<file path="src/ftx_pkg.sv">
// Package of constants and types for the frame trigger and exposure controller
package ftx_pkg;

  // Register map (word index on the plain register port)
  localparam logic [3:0] FTX_REG_CTRL     = 4'h0;
  localparam logic [3:0] FTX_REG_EXPOSURE = 4'h1;
  localparam logic [3:0] FTX_REG_DELAY    = 4'h2;
  localparam logic [3:0] FTX_REG_READOUT  = 4'h3;
  localparam logic [3:0] FTX_REG_STATUS   = 4'h4;

  // Control register field positions
  localparam int FTX_CTL_TRIG_EN    = 0;
  localparam int FTX_CTL_SRC_LSB    = 1;
  localparam int FTX_CTL_EDGE_FALL  = 3;
  localparam int FTX_CTL_KIND_WIDTH = 4;
  localparam int FTX_CTL_PERIOD_ON  = 5;
  localparam int FTX_CTL_AUTO_EXP   = 6;

  // Status register field positions
  localparam int FTX_STS_WAIT       = 0;
  localparam int FTX_STS_EXPOSING   = 1;
  localparam int FTX_STS_READING    = 2;
  localparam int FTX_STS_OVERTRIG   = 3;
  localparam int FTX_STS_DROPPED    = 4;

  // Reset values
  localparam logic [31:0] FTX_CTRL_RST     = 32'h00000000;
  localparam logic [31:0] FTX_EXPOSURE_RST = 32'h00000BB8;
  localparam logic [31:0] FTX_DELAY_RST    = 32'h00000000;
  localparam logic [31:0] FTX_READOUT_RST  = 32'h000003E8;

  // Exposure limits and delay limit, in microseconds
  localparam logic [31:0] FTX_EXP_MIN_US   = 32'h00000018;
  localparam logic [31:0] FTX_EXP_MAX_US   = 32'h002625A0;
  localparam logic [31:0] FTX_DELAY_MAX_US = 32'h00989680;

  // Time base
  localparam int FTX_CLK_HZ      = 20000000;
  localparam int FTX_TICK_US     = 1;
  localparam int FTX_TICK_CYCLES = FTX_CLK_HZ / 1000000 * FTX_TICK_US;

  // Trigger source encoding
  typedef enum logic [1:0] {
    FTX_SRC_LINE1 = 2'b00,
    FTX_SRC_CC1   = 2'b01,
    FTX_SRC_CC2   = 2'b10,
    FTX_SRC_CC3   = 2'b11
  } ftx_src_t;

  // Acquisition states
  typedef enum logic [1:0] {
    FTX_ST_WAIT   = 2'b00,
    FTX_ST_DELAY  = 2'b01,
    FTX_ST_EXPOSE = 2'b10,
    FTX_ST_HOLD   = 2'b11
  } ftx_state_t;

endpackage

</file>
<file path="src/ftx_frame_trig.sv">
// Frame start trigger, exposure timing and readout sequencing
`timescale 1ns/1ps
//////////////////////////////////////////////////////////////////////////////
// Notes on behaviour
// Trigger taken from selected line when enabled
// Host sets general line direction to input
// Rising or falling active edge selectable
// Timed and pulse-length exposure kinds
// Timed exposure lasts programmed duration
// Raw values count one microsecond units
// Internal frame period off leaves trigger rate
// Host sets acquisition start off, frame on
// Programmed exposure used unless pulse-length kind
// Exposure limited to 24 through 2500000 us
// Manual exposure only applies with auto off
// Host writes exposure in one microsecond steps
// Exposure then readout for every frame
// New exposure may overlap previous readout
// Overlap arises from timing, no setting
// Host keeps pulse until readout done
// Early pulse end drops frame, flags error
// Pulse-length exposure spans active pulse
// Triggers ignored unless waiting for trigger
// Trigger delay 0 to 10000000 us
// Wait status reads one when ready
// Microsecond tick counter, clamped exposure
//////////////////////////////////////////////////////////////////////////////
module ftx_frame_trig
  import ftx_pkg::*;
(
  // Clock and reset
  input  wire logic        sys_clk,
  input  wire logic        reset_n,
  // Register port
  input  wire logic [3:0]  reg_addr,
  input  wire logic [31:0] reg_wdata,
  input  wire logic        reg_wr,
  input  wire logic        reg_rd,
  output logic      [31:0] reg_rdata,
  // Trigger inputs
  input  wire logic        gp_line_in,
  input  wire logic        gp_line_direction,
  input  wire logic        cc1_in,
  input  wire logic        cc2_in,
  input  wire logic        cc3_in,
  // Acquisition outputs
  output logic             exposure_active,
  output logic             readout_active,
  output logic             frame_trig_wait,
  output logic             over_trigger_err,
  output logic             frame_dropped
);

  logic [31:0] ctrl_r;
  logic [31:0] exp_r;
  logic [31:0] delay_r;
  logic [31:0] readout_r;
  logic        ovt_sticky_r;
  logic        drop_sticky_r;
  logic        trig_r;
  ftx_state_t  state_r;
  logic [31:0] cnt_r;
  logic [31:0] ro_cnt_r;
  logic        tick;
  logic        restart;

  logic        frame_trig_enable;
  ftx_src_t    frame_trig_input_select;
  logic        frame_trig_edge_select;
  logic        exposure_kind_select;
  logic [7:0]  tick_gap_r;
  logic        trig_level;
  logic        edge_on;
  logic        edge_off;
  logic        exp_done;

  // Clamp a written exposure to the allowed window
  function automatic logic [31:0] clamp_exp(input logic [31:0] v);
    if (v < FTX_EXP_MIN_US)
      return FTX_EXP_MIN_US;
    else if (v > FTX_EXP_MAX_US)
      return FTX_EXP_MAX_US;
    else
      return v;
  endfunction

  assign frame_trig_enable        = ctrl_r[FTX_CTL_TRIG_EN];
  assign frame_trig_input_select  = ftx_src_t'(ctrl_r[FTX_CTL_SRC_LSB +: 2]);
  assign frame_trig_edge_select   = ctrl_r[FTX_CTL_EDGE_FALL];
  assign exposure_kind_select     = ctrl_r[FTX_CTL_KIND_WIDTH];

  //////////////////////////////////////////////////////////////////////////////
  // Trigger source and edge

  always_comb begin
    case (frame_trig_input_select)
      FTX_SRC_LINE1: trig_level = gp_line_in & ~gp_line_direction;
      FTX_SRC_CC1:   trig_level = cc1_in;
      FTX_SRC_CC2:   trig_level = cc2_in;
      FTX_SRC_CC3:   trig_level = cc3_in;
      default:       trig_level = 1'b0;
    endcase
  end

  always_ff @(posedge sys_clk or negedge reset_n) begin
    if (!reset_n)
      trig_r <= 1'b0;
    else
      trig_r <= trig_level;
  end

  // Polarity folded in so active edge looks like a rise
  assign edge_on  = frame_trig_enable &
                    (frame_trig_edge_select ? (trig_r & ~trig_level)
                                            : (~trig_r & trig_level));
  assign edge_off = frame_trig_edge_select ? (~trig_r & trig_level)
                                           : (trig_r & ~trig_level);

  //////////////////////////////////////////////////////////////////////////////
  // Registers

  always_ff @(posedge sys_clk or negedge reset_n) begin
    if (!reset_n) begin
      ctrl_r    <= FTX_CTRL_RST;
      exp_r     <= FTX_EXPOSURE_RST;
      delay_r   <= FTX_DELAY_RST;
      readout_r <= FTX_READOUT_RST;
    end else if (reg_wr) begin
      case (reg_addr)
        FTX_REG_CTRL:     ctrl_r <= {25'h0000000, reg_wdata[6:0]};
        FTX_REG_EXPOSURE: begin
          // Writes are ignored and the value is kept while the auto exposure bit is set
          if (!ctrl_r[FTX_CTL_AUTO_EXP])
            exp_r <= clamp_exp(reg_wdata);
        end
        FTX_REG_DELAY:    delay_r <= (reg_wdata > FTX_DELAY_MAX_US) ?
                                     FTX_DELAY_MAX_US : reg_wdata;
        FTX_REG_READOUT:  readout_r <= (reg_wdata == 32'h00000000) ?
                                       32'h00000001 : reg_wdata;
        default:          ;
      endcase
    end
  end

  always_ff @(posedge sys_clk or negedge reset_n) begin
    if (!reset_n) begin
      reg_rdata <= 32'h00000000;
    end else if (reg_rd) begin
      case (reg_addr)
        FTX_REG_CTRL:     reg_rdata <= ctrl_r;
        FTX_REG_EXPOSURE: reg_rdata <= exp_r;
        FTX_REG_DELAY:    reg_rdata <= delay_r;
        FTX_REG_READOUT:  reg_rdata <= readout_r;
        FTX_REG_STATUS:   reg_rdata <= {27'h0000000, drop_sticky_r, ovt_sticky_r,
                                        readout_active, exposure_active,
                                        frame_trig_wait};
        default:          reg_rdata <= 32'h00000000;
      endcase
    end else begin
      reg_rdata <= 32'h00000000;
    end
  end

  //////////////////////////////////////////////////////////////////////////////
  // Acquisition sequencer

  ftx_us_tick u_tick (
    .sys_clk (sys_clk),
    .reset_n (reset_n),
    .restart (restart),
    .tick    (tick)
  );

  assign restart  = (state_r == FTX_ST_WAIT) & edge_on;
  assign exp_done = tick & (cnt_r <= 32'h00000001);

  always_ff @(posedge sys_clk or negedge reset_n) begin
    if (!reset_n) begin
      state_r         <= FTX_ST_WAIT;
      cnt_r           <= 32'h00000000;
      exposure_active <= 1'b0;
      frame_trig_wait <= 1'b1;
    end else begin
      case (state_r)
        FTX_ST_WAIT: begin
          // Edges outside this state never start anything
          if (edge_on) begin
            frame_trig_wait <= 1'b0;
            if (delay_r != 32'h00000000) begin
              state_r <= FTX_ST_DELAY;
              cnt_r   <= delay_r;
            end else begin
              state_r         <= FTX_ST_EXPOSE;
              cnt_r           <= exp_r;
              exposure_active <= 1'b1;
            end
          end
        end
        FTX_ST_DELAY: begin
          if (exp_done) begin
            state_r         <= FTX_ST_EXPOSE;
            cnt_r           <= exp_r;
            exposure_active <= 1'b1;
          end else if (tick) begin
            cnt_r <= cnt_r - 32'h00000001;
          end
        end
        FTX_ST_EXPOSE: begin
          if (exposure_kind_select) begin
            // Pulse ends exposure; readout still busy means drop
            if (edge_off) begin
              exposure_active <= 1'b0;
              state_r         <= readout_active ? FTX_ST_WAIT : FTX_ST_HOLD;
              frame_trig_wait <= readout_active;
            end
          end else if (exp_done) begin
            exposure_active <= 1'b0;
            state_r         <= FTX_ST_HOLD;
          end else if (tick) begin
            cnt_r <= cnt_r - 32'h00000001;
          end
        end
        FTX_ST_HOLD: begin
          // Hand the frame to readout once it is free, then rearm
          if (!readout_active) begin
            state_r         <= FTX_ST_WAIT;
            frame_trig_wait <= 1'b1;
          end
        end
        default: begin
          state_r         <= FTX_ST_WAIT;
          frame_trig_wait <= 1'b1;
          exposure_active <= 1'b0;
        end
      endcase
    end
  end

  //////////////////////////////////////////////////////////////////////////////
  // Readout timing counted in microsecond ticks, not in system clock cycles

  always_ff @(posedge sys_clk or negedge reset_n) begin
    if (!reset_n) begin
      readout_active <= 1'b0;
      ro_cnt_r       <= 32'h00000000;
    end else if (state_r == FTX_ST_HOLD && !readout_active) begin
      readout_active <= 1'b1;
      ro_cnt_r       <= readout_r;
    end else if (readout_active && tick) begin
      if (ro_cnt_r <= 32'h00000001)
        readout_active <= 1'b0;
      ro_cnt_r <= ro_cnt_r - 32'h00000001;
    end
  end

  //////////////////////////////////////////////////////////////////////////////
  // Error pulses and sticky flags; set wins over a status read clear

  always_ff @(posedge sys_clk or negedge reset_n) begin
    if (!reset_n) begin
      over_trigger_err <= 1'b0;
      frame_dropped    <= 1'b0;
      ovt_sticky_r     <= 1'b0;
      drop_sticky_r    <= 1'b0;
    end else begin
      over_trigger_err <= (state_r != FTX_ST_WAIT) & edge_on |
                          (state_r == FTX_ST_EXPOSE) & exposure_kind_select &
                          edge_off & readout_active;
      frame_dropped    <= (state_r == FTX_ST_EXPOSE) & exposure_kind_select &
                          edge_off & readout_active;
      if (over_trigger_err)
        ovt_sticky_r <= 1'b1;
      else if (reg_rd && reg_addr == FTX_REG_STATUS)
        ovt_sticky_r <= 1'b0;
      if (frame_dropped)
        drop_sticky_r <= 1'b1;
      else if (reg_rd && reg_addr == FTX_REG_STATUS)
        drop_sticky_r <= 1'b0;
    end
  end

  always_ff @(posedge sys_clk or negedge reset_n) begin
    if (!reset_n)
      tick_gap_r <= 8'h00;
    else if (restart || tick)
      tick_gap_r <= {7'h00, ~restart};
    else
      tick_gap_r <= tick_gap_r + 8'h01;
  end
endmodule

</file>
<file path="src/ftx_us_tick.sv">
// One microsecond tick generator for the exposure and delay counters
`timescale 1ns/1ps
module ftx_us_tick
  import ftx_pkg::*;
#(
  parameter int DIVIDE = FTX_TICK_CYCLES
) (
  // Clock and reset
  input  wire logic sys_clk,
  input  wire logic reset_n,
  // Restart aligns the tick with a fresh interval
  input  wire logic restart,
  output logic      tick
);

  logic [7:0] div_r;

  always_ff @(posedge sys_clk or negedge reset_n) begin
    if (!reset_n) begin
      div_r <= 8'h00;
      tick  <= 1'b0;
    end else if (restart) begin
      div_r <= 8'h00;
      tick  <= 1'b0;
    end else if (div_r == 8'(DIVIDE - 1)) begin
      div_r <= 8'h00;
      tick  <= 1'b1;
    end else begin
      div_r <= div_r + 8'h01;
      tick  <= 1'b0;
    end
  end

endmodule

</file>
<file path="config.mk">
export PLATFORM = sky130hd
export DESIGN_NAME = ftx_frame_trig
export DESIGN_NICKNAME = d
export VERILOG_FILES = /design/src/ftx_pkg.sv /design/src/ftx_frame_trig.sv /design/src/ftx_us_tick.sv
export SDC_FILE = /design/constraint.sdc
export NUM_CORES = 1
export LEC_CHECK = 0
export BUFFER_PORTS_ARGS = -buffer_cell sky130_fd_sc_hd__buf_2
export CORE_MARGIN = 2
export CORE_UTILIZATION = 55
export CTS_CLUSTER_SIZE = 10
export DETAILED_ROUTE_END_ITERATION = 12
export PLACE_DENSITY_LB_ADDON = 0.08
export SYNTH_ARGS = -nofsm -noshare
export SYNTH_HDL_FRONTEND = slang
export SYNTH_SLANG_ARGS = --single-unit
</file>
<file path="constraint.sdc">
create_clock -name sys_clk -period 3.6 [get_ports sys_clk]
set_clock_uncertainty 0.15 [all_clocks]
set_input_delay 0.36 -clock sys_clk [delete_from_list [all_inputs] [get_ports sys_clk]]
set_output_delay 0.36 -clock sys_clk [all_outputs]
set_load 0.02 [all_outputs]
</file>
### Word-level counts from Yosys, hierarchy flattened

Cells that the tools add are included.

| storage, ports and cells | value |
|---|---|
| register bits | 218 |
| input bits | 45 |
| logic and storage cells | 136 |

| operators by class | value |
|---|---|
| add/subtract/negate cells | 3 |
| magnitude comparators | 5 |
| equal/unequal tests | 21 |
| muxes and demuxes | 49 |
| bitwise logic cells | 15 |
| reduce and logical (&&, ||, !) cells | 25 |

Operators by type and width:

| operator | number |
|---|---|
| $mux W32 | 13 |
| $pmux W32 S5 | 1 |
| $pmux W32 S3 | 1 |
| $le A32 B1 Y1 const B | 2 |
| $sub A32 B1 Y32 const B | 2 |
| $gt A32 B22 Y1 const B | 1 |
| $gt A32 B24 Y1 const B | 1 |
| $logic_not A32 Y1 | 1 |
| $lt A32 B5 Y1 const B | 1 |
| $reduce_bool A32 Y1 | 1 |
| $mux W1 | 20 |
| $mux W2 | 8 |
| $mux W8 | 2 |
| $ne A2 B2 Y1 const B | 8 |
| $and A1 B1 Y1 | 10 |
| $reduce_and A5 Y1 | 2 |
| $reduce_bool A2 Y1 | 5 |
| $add A8 B1 Y8 const B | 1 |
| $eq A2 B2 Y1 const B | 4 |
| $eq A4 B2 Y1 const B | 2 |
| $eq A8 B5 Y1 const B | 1 |
| $pmux W2 S4 | 1 |
| $reduce_and A2 Y1 | 4 |
| $ne A3 B3 Y1 const B | 2 |
| other kinds (15) | 24 |

### Logic depth before layout (Yosys ltp)

Gate-level depths: netlist of the first run.

| logic depth | value |
|---|---|
| depth after elaboration | 9 |
| mapped depth | 11 |

### By module

Synthesis of the first run repeated with hierarchy kept, for this count alone.

| unflattened totals | value |
|---|---|
| cells, all modules | 1099 |
| area total of the unflattened synthesis | 11259.5 µm² |

By module, submodules not included:

| module | instances | cells each | area each (µm²) |
|---|---|---|---|
| ftx_frame_trig | 1 | 1059 | 10850.4 |
| ftx_us_tick | 1 | 40 | 409.1 |

### Least setup slack after synthesis of the first run

Ideal clock, no wire load.

| path | value |
|---|---|
| path type | flip-flop to flip-flop |
| from | reg ro_cnt_r[12] |
| to | reg ro_cnt_r[31] |
| library setup time | 70 ps |
| arrival time | 2661 ps |
| data required time | 3380 ps |
| path slack | 720 ps |
| cell stages (with the launch flop) | 7 |
| path buffers | 0 |
| clock period less this slack | 2880 ps |
| cell sequence | dfrtp_1 > or3_4 > or4b_4 > or4_4 > or3_4 > or4_1 > nand3_1 |

| between the ends | value |
|---|---|
| cells in the longest elaborated chain, start to end | 3 |

RTL lines:

| what | RTL line | text |
|---|---|---|
| start: declaration | ftx_frame_trig.sv:63 | `logic [31:0] ro_cnt_r;` |
| start signal: assignment | ftx_frame_trig.sv:248 | `ro_cnt_r <= readout_r;` |
| start signal: assignment | ftx_frame_trig.sv:252 | `ro_cnt_r <= ro_cnt_r - 32'h00000001;` |
| $sub A32 B1 Y32 | ftx_frame_trig.sv:252 |  |
| $mux W32 | ftx_frame_trig.sv:249 | `end else if (readout_active && tick) begin` |
| $mux W32 | ftx_frame_trig.sv:246 | `end else if (state_r == FTX_ST_HOLD && !readout_active) begin` |

Every way passes these cells. The select of a mux whose other input is x is not followed.
A chain may end at the register's enable or synchronous reset.

### Worst setup path after layout of the first run

Same ends and word-level chain as after synthesis.

==> results of run 1 <==
==> worst register-to-register path, stage by stage, from the launching register on <==
cell,delay [ps]
dfrtp_1,430
or3_4,410
or4b_4,550
or4_4,450
or3_4,390
o311ai_0,390
nand3_1,120
==> synthesized netlist by cell type (6+ instances only) <==
master	number	share of area [%]
dfrtp_1	204	46
nand2_1	149	5.0
a21oi_1	105	4.7
clkbuf_1	67	2.3
nor2_1	54	1.8
o21ai_0	46	2.1
mux2_2	40	4.0
a22oi_1	32	2.2
nor4_1	30	1.7
a22o_1	27	2.1
and2_1	26	1.5
nand3_1	26	1.2
nor3_1	25	1.1
o31ai_1	25	1.7
o311ai_0	19	1.5
a211oi_1	18	1.2
inv_1	17	0.57
dfstp_2	14	3.3
o211ai_1	14	0.94
or3_1	14	0.78
nand3b_1	12	0.81
a311oi_1	10	0.78
ha_1	10	1.1
or4_1	10	0.67
a21o_1	9	0.61
a311o_1	9	0.81
buf_2	8	0.36
a222oi_1	7	0.63
a32o_1	7	0.63
nand4_1	7	0.39
a211o_1	6	0.47
o31a_1	6	0.47
or2_2	6	0.34
==> stage by stage <==
stage	hold slack, ps	instances	total power [mW]
2_1_floorplan	-85.6	1145	6.11
3_3_place_gp	259	1458	7.08
3_5_place_dp	258	1458	7.14
4_1_cts	2.12	1521	9.58
5_1_grt	9.47	1521	10.2
6_report	11.8	1521	9.61
==> layout make-up <==
class	count	area, µm²
Clock buffer	42	762
Fill cell	1597	7170
Inverter	17	63.8
Multi-Input combinational cell	833	5360
Sequential cell	218	5470
Tap cell	270	338
Timing Repair Buffer	141	943
==> worst paths after layout <==
path | to | slack [ps] | cells past startpoint
min in group asynchronous | u_tick.div_r[4] | 260 | 2
setup / recovery | ro_cnt_r[31] | 590 | 6
hold / removal | delay_r[2] | 10 | 3
max in group asynchronous | exp_r[5] | 2160 | 3
hold reg to reg | drop_sticky_r | 340 | 1
setup reg to reg | ro_cnt_r[31] | 590 | 6
==> kinds of logic after synthesis <==
| logic type | synth area share [%] |
|---|---|
| xor+xnor | 0.471 |
| mux | 4.30 |
| flops | 49.0 |
| fa+ha+maj | 1.12 |
| compound gates | 23.6 |
| buf+inv | 3.25 |
| simple gates | 18.2 |
==> registers in the layout, summed over array words and instances, names as in the netlist, 2 cells and up <==
signal	flops
cnt_r	32
delay_r	32
exp_r	32
readout_r	32
reg_rdata	32
ro_cnt_r	32
u_tick.div_r	8
ctrl_r	7
state_r	2
==> power groups by stage <==
stage,Clock [mW],Sequential [mW],Combinational [mW]
after CTS,2.43,3.70,3.45
after detailed placement,0,3.73,3.41
after floorplan,0,3.54,2.57
after global placement,0,3.71,3.36
after global routing,2.54,3.81,3.87
final,2.40,3.73,3.48
==> per-layer routing <==
layer  vias to the layer above  part of all wire (%)  global-route usage (%)
li1                       4545                     -                       -
met1                      4949                    44                    45.9
met2                       419                    46                    49.3
met3                        68                   7.3                    4.28
met4                         0                   2.9                    10.0
met5                         -                     0                       0
==> results_dict.tcl, run 1 <==
set metrics [dict create \
    die_h_um 146 \
    pre_cts_slack_ps 572 \
    grt_start_max_net_pins 91 \
    setup_violations 0 \
    slowest_stage "or4b_4" \
    cts-resized-gates 0 \
    vdd_drop_max_v 0.000515 \
    postLayoutCellArea_mm2 0.0129 \
    synth-seq-area-share_pct 49.0 \
    h-tree-depth 1 \
    overflow 0 \
    syn_inst 1145 \
    final_cell_mix "204 x dfrtp_1, 149 x nand2_1, 105 x a21oi_1, 80 x buf_2, 53 x nor2_1" \
    syn_avg_cell_area_um2 9.75 \
    ant_nets 0 \
    initial_core_util_pct 55.5 \
    post_drt_wl_per_cell_um 22.1 \
    hold_viol_final 0 \
    p_sw_share_pct 37.6 \
    worst_slew_pin_slew_ps 1060 \
    nets 1292 \
    worst-path-buf-inv 0 \
    ys.flop_type "dfrtp_1" \
    post_cts_buffers 0 \
    cp_max_fo 7 \
    core_mm2 0.0201 \
    n_antenna_cell 0 \
    final.setup.worst_slack_ps 591 \
    dr.first_iter.drc_count 940 \
    rows 52 \
    min_period_ps 3010 \
    place_area_mm2 0.0120 \
    clk_path_buf_depth 3 \
    p_sw_mw 3.61 \
    num_vias 9981 \
    synth_area_mm2 0.0112 \
    p_int_mw 6.00 \
    antenna_found_initial 0 \
    fin_setup_tns_ps 0 \
    drt_wl_total_um 33700 \
    outcome "completed" \
    crit_start "ro_cnt_r[12]" \
    synth_edf_count 0 \
    synth_nets 1200 \
    p_seq_share_pct 38.8 \
    grt_setup_unrepaired "false" \
    hold_class "in -> reg" \
    synth-async-reset-ratio_pct 100 \
    syn_to_final_growth_pct 15.9 \
    cp_cell_sequence "or3_4 > or4b_4 > or4_4 > or3_4 > o311ai_0 > nand3_1" \
    cts_hold_buf 21 \
    maxSlewHeadroom_pct 28.5 \
    crit_top_cell "or3_4" \
    fmax_ghz 0.332 \
    leakage_nw 5.50 \
    r2r-start "ro_cnt_r[12]" \
    cp-end-kind "flip-flop" \
    yosysWarnings 0 \
    clockPowerShare_pct 25.0 \
    critPathMaxStageDelay_ps 550 \
    yosysUniqueCellTypes 76 \
    grt_pass1_wl_um 54000 \
    clock_latency_ps 520 \
    vias_per_cell 6.56 \
    grt_usage_pct 31.5 \
    power_frac_comb_pct 36.3 \
    final_util_pct 64.3 \
    dp_hpwl_um 23400 \
    cts_buffers 26 \
    pwr_density_cell_mw_per_mm2 743 \
    die_w_um 146 \
    final_common_cell "dfrtp_1" \
    hp-start "reg_wdata[2]" \
    cp_top_family "simple AND/OR/NAND/NOR gates" \
    final_layout_size_suffix_gt1_share_pct 18.3 \
    cts_tree "done" \
    cp.required_ps 3840 \
    max-cap-violations 0 \
    synth-seq-cells 218 \
    cts_num_sinks 218 \
    crit_type "reg -> reg" \
    root_buffer "clkbuf_16" \
    portBuffers 81 \
    clk_pin_slew_ps 60 \
    drv_slew 0 \
    first_global_vias 9645 \
    io_pins 82 \
    cp-start-kind "flip-flop" \
    place_congestion 0.961 \
    cp.arrival_ps 3250 \
    post-route-period-util_pct 83.6 \
    drc 0 \
    dr.pass1.iters 6 \
    die_area_mm2 0.0215 \
]
(Power assumes the default switching activity.)
==> run 2: changes to the inputs <==
ABC_AREA = 1   (was default)
clock period = 2.8 ns   (was 3.6 ns; I/O delays follow)
==> run 2 against run 1 <==
  * Count of clock-buffer cells in the layout unchanged
  * Synthesized cell count up 48%
  * Global-route usage up 1.6 points
  * Largest cell class is now multi-input combinational cells
==> results_dict.tcl, run 2 <==
set metrics [dict create \
    outcome "completed" \
    n_antenna_cell 0 \
    maxSlewHeadroom_pct 46.0 \
    clk_pin_slew_ps 60 \
    die_area_mm2 0.0238 \
    hold_slack_ps 18.6 \
    grt_usage_pct 33.2 \
    antenna_found_initial 0 \
    grt_start_max_net_pins 82 \
    syn_to_final_growth_pct 15.0 \
    core_mm2 0.0224 \
    pwr_density_cell_mw_per_mm2 928 \
    worst-r2r-setup-slack_ps 370 \
    cp_max_fo 13 \
    post_drt_wl_per_cell_um 18.5 \
    final_common_cell "nand2_1" \
    dp.cells 2033 \
    place_area_mm2 0.0132 \
    yosysWarnings 0 \
    stdcell_count 2113 \
    ys.flop_type "dfrtp_1" \
    final_util_pct 63.7 \
    synth-seq-area-share_pct 44.0 \
    synth_area_leader_cell "dfrtp_1" \
    cp-end-kind "flip-flop" \
    cts_num_sinks 218 \
    setup_violations 0 \
    max-cap-violations 0 \
    synthSimpleGateAreaFrac_pct 30.6 \
    post-route-period-util_pct 91.8 \
    synth_area_leaders "dfrtp_1 41%, nand2_1 14%, inv_1 7.6%" \
    nets 1869 \
    clock_latency_ps 530 \
    min_period_ps 2570 \
    dr.pass1.iters 5 \
    postLayoutCellArea_mm2 0.0143 \
    crit_start "reg_wdata[30]" \
    setup.worst_path.end "delay_r[0]" \
    vdd_drop_max_v 0.000520 \
    synth-seq-cells 218 \
    synth_xor_area_share_pct 2.47 \
    place_congestion 0.953 \
    cts_buffers 26 \
    synth_nets 1754 \
    root_buffer "clkbuf_16" \
    io_pins 82 \
    crit_type "in -> reg" \
    h-tree-depth 1 \
    power_mw 13.3 \
    initial_core_util_pct 55.4 \
    worst_slew_pin_slew_ps 808 \
    grt_pass1_wl_um 62100 \
    hp-start "cc2_in" \
    reg2reg_depth 12 \
    hold_class "in -> reg" \
    drc 0 \
    worst_r2r_endpoint "cnt_r[13]" \
    post_cts_buffers 0 \
    dp_hpwl_um 28300 \
    clk_path_buf_depth 3 \
    synth_compound_area_share_pct 11.4 \
    vias_per_cell 5.67 \
    r2r-start "cnt_r[22]" \
    syn_inst 1699 \
    leakage_nw 7.34 \
    syn_avg_cell_area_um2 7.31 \
    synthTopCellsByCount "480 x nand2_1, 250 x inv_1, 204 x dfrtp_1" \
    final.setup.worst_slack_ps 230 \
    synth_top_area_share_pct 41.1 \
    overflow 0 \
    dr.first_iter.drc_count 1110 \
    yosysUniqueCellTypes 48 \
    synth_area_mm2 0.0124 \
    synth-async-reset-ratio_pct 100 \
    rows 55 \
    final_cell_mix "480 x nand2_1, 250 x inv_1, 204 x dfrtp_1, 159 x nor2_1, 141 x nand3_1" \
    fmax_ghz 0.389 \
    synth_top_family_by_area "simple AND/OR/NAND/NOR gates" \
    cp.arrival_ps 2820 \
    synth_fa_ha_area_share_pct 1.01 \
    drv_slew 0 \
    num_vias 12000 \
    pre_cts_slack_ps 281 \
    first_global_vias 11500 \
    synth.area.mux_share_pct 0.272 \
    die_w_um 154 \
    grt_setup_unrepaired "false" \
    portBuffers 81 \
    cp-start-kind "primary input" \
    hold_viol_final 0 \
    ant_nets 0 \
    drt_wl_total_um 39200 \
    fin_setup_tns_ps 0 \
    cp.required_ps 3050 \
    die_h_um 154 \
    synth_edf_count 0 \
    final_layout_size_suffix_gt1_share_pct 11.0 \
    synth.most_common_cell "nand2_1" \
    cts_tree "done" \
]
## run 2: cell families (layout without fill, tap and decap cells)
group / after synthesis / in the layout
AOI/OAI and AO/OA: 229 / 229
buffers and inverters: 319 / 448
muxes: 3 / 3
DFF: 218 / 218
adders and majority gates: 10 / 10
and+or+nand+nor: 885 / 885
xor gates and xnor gates: 35 / 35
## run 2: worst min path at each step
stage,slack [ps],depth (start not counted),endpoint
final,20,5,trig_r
after global placement,170,1,reg_rdata[22]
after CTS,6,5,trig_r
after floorplan,-170,0,cnt_r[0]
after global routing,40,5,trig_r
after detailed placement,170,1,reg_rdata[30]
## run 2: what timing repair did
item / CTS / global route
gates resized for setup: 0 / 0
hold buffers: 38 / 0
hold endpoints to repair: 146 / 0
## run 2: routing by layer
layer  vias to the layer above  global-route usage, %  wire length (µm)
met4                         0                   12.7              1550
met2                       527                   51.7             17600
met3                       101                   4.93              3250
met1                      5687                   47.2             16800
li1                       5668                      -                 -
met5                         -                      0                 0
## run 2: area by class of cell
cell class,count,area [µm²]
fillers,2038,8140
multi-input cells,1162,5690
flip-flops and latches,218,5470
repair buffers,148,1050
inverters,258,968
clock buffers,42,762
well taps,285,357
## run 2: critical path: stages
cell,delay [ps]
dlygate4sd3_1,530
buf_2,120
inv_1,60
nand2_1,50
nor3_1,470
nand2_1,180
nor3_1,170
nand2_1,70
nand2_1,90
nand2_1,300
buf_4,320
nand3_1,80
o21ai_0,90
## run 2: power breakdown
| part | switching (mW) | internal (mW) |
|---|---|---|
| clock network | 1.30 | 1.83 |
| logic | 3.52 | 1.87 |
| registers | 0.784 | 3.96 |
==> run 3: changes to the inputs <==
BUFFER_PORTS_ARGS = default   (was -buffer_cell sky130_fd_sc_hd__buf_2)
DONT_BUFFER_PORTS = 1   (was default)
==> run 3 against run 2 <==
  * Routed wire length grew 0.24%
  * Combinational power shrank 3.9%
  * Count of clock-buffer cells in the layout grew 3
  * The flow now finishes with violations (hold timing)
  * Register-to-register slack lost 210 ps
  * Critical endpoint is now cnt_r[20]
  * Cell count shrank 3.6%
  * Flip-flop and latch count is the same
==> results_dict.tcl, run 3 (same netlist as run 2, synthesis figures left out) <==
set metrics [dict create \
    outcome "complete, but fails checks" \
    violations "hold timing" \
    drc 0 \
    clock_latency_ps 550 \
    die_area_mm2 0.0238 \
    hold_slack_ps -707 \
    setup_violations 0 \
    final_layout_size_suffix_gt1_share_pct 6.91 \
    place_congestion 0.945 \
    grt_pass1_wl_um 61900 \
    pre_cts_slack_ps 296 \
    post_drt_wl_per_cell_um 19.3 \
    drt_wl_total_um 39300 \
    pwr_density_cell_mw_per_mm2 945 \
    root_buffer "clkbuf_16" \
    grt_setup_unrepaired "false" \
    power_mw 13.1 \
    cp_max_fo 17 \
    vdd_drop_max_v 0.000657 \
    postLayoutCellArea_mm2 0.0139 \
    place_area_mm2 0.0127 \
    cp-end-kind "flip-flop" \
    drv_slew 0 \
    hold_viol_final 218 \
    cts_hold_buf 38 \
    cts_tree "done" \
    h-tree-depth 1 \
    first_global_vias 11200 \
    leakage_nw 6.96 \
    io_pins 82 \
    max-cap-violations 0 \
    die_h_um 154 \
    clk_path_buf_depth 3 \
    antenna_found_initial 2 \
    min_period_ps 2640 \
    clk_pin_slew_ps 60 \
    portBuffers 0 \
    cp-start-kind "flip-flop" \
    syn_to_final_growth_pct 11.6 \
    final_cell_mix "479 x nand2_1, 250 x inv_1, 204 x dfrtp_1, 159 x nor2_1, 141 x nand3_1" \
    fin_setup_tns_ps 0 \
    cts_buffers 26 \
    post-route-period-util_pct 94.4 \
    fmax_ghz 0.378 \
    core_mm2 0.0224 \
    cp.required_ps 3110 \
    hold_class "in -> async" \
    grt_start_max_net_pins 219 \
    nets 1787 \
    dr.pass1.iters 6 \
    dr.first_iter.drc_count 1297 \
    grt_usage_pct 33.2 \
    ant_nets 0 \
    crit_type "reg -> reg" \
    final.setup.worst_slack_ps 158 \
    dp_hpwl_um 27900 \
    initial_core_util_pct 55.4 \
    num_vias 11700 \
    worst_slew_pin_slew_ps 1050 \
    final_common_cell "nand2_1" \
    maxSlewHeadroom_pct 29.5 \
    die_w_um 154 \
    cts_num_sinks 218 \
    vias_per_cell 5.74 \
    overflow 0 \
    rows 55 \
    cp.arrival_ps 2950 \
]
==> run 3: repair_timing <==
item / CTS / global route
endpoints found under the hold margin: 336 / 218
setup endpoints to repair: 0 / 10
setup buffers: 0 / 0
resized for setup: 0 / 2
==> run 3: through the flow <==
stage / util, % / hold WS, ps / std cells
4_1_cts: 61.8 / -726 / 2036
3_3_place_gp: 56.6 / -160 / 1951
3_5_place_dp: 56.6 / -157 / 1951
6_report: 61.8 / -707 / 2037
5_1_grt: 61.8 / -725 / 2036
2_1_floorplan: - / -166 / 1699
==> run 3: per-layer routing <==
metal,track usage [%],vias up,routed length [µm]
li1,-,5512,-
met1,46.4,5586,16700
met2,52.1,506,17900
met3,7.09,86,3400
met4,11.0,2,1300
met5,0,-,11
==> run 3: cell type report <==
type,count,area (µm²)
fillers,2027,8560
multi-input cells,1162,5700
flip-flops and latches,218,5470
inverters,258,968
clock buffers,45,752
repair buffers,66,603
well taps,285,357
clock inverters,2,21.3
diodes,1,2.50
==> run 3: path summary, 6_finish.rpt <==
| kind | cells past startpoint | end | start | slack [ps] |
|---|---|---|---|---|
| worst max register to register | 13 | cnt_r[20] | ctrl_r[1] | 160 |
| max in group asynchronous | 0 | readout_r[3] | reset_n | 2890 |
| min in group sys_clk | 5 | readout_r[0] | reg_wdata[0] | 20 |
| worst min register to register | 2 | delay_r[27] | delay_r[27] | 320 |
| worst max-delay path | 13 | cnt_r[20] | ctrl_r[1] | 160 |
| worst min-delay path | 0 | readout_r[13] | reset_n | -710 |
==> run 3: critical path, cell delays in order (launching register included) <==
cell	delay, ps
dfrtp_1	390
inv_2	70
nand2_1	70
nand3_2	80
dlygate4sd3_1	570
nand2_1	100
nand2_1	50
nand2_1	90
nand3_2	80
nand2_2	130
nand2_1	120
nor2_4	370
nand2_1	130
o21ai_1	140
==> run 3: power by group <==
group          total [mW]  switching, mW  leakage, nW  internal, mW
Clock                3.13           1.32        0.372          1.81
Sequential           4.80          0.832         2.77          3.96
Combinational        5.18           3.35         3.82          1.83
Total                13.1           5.50         6.96          7.60
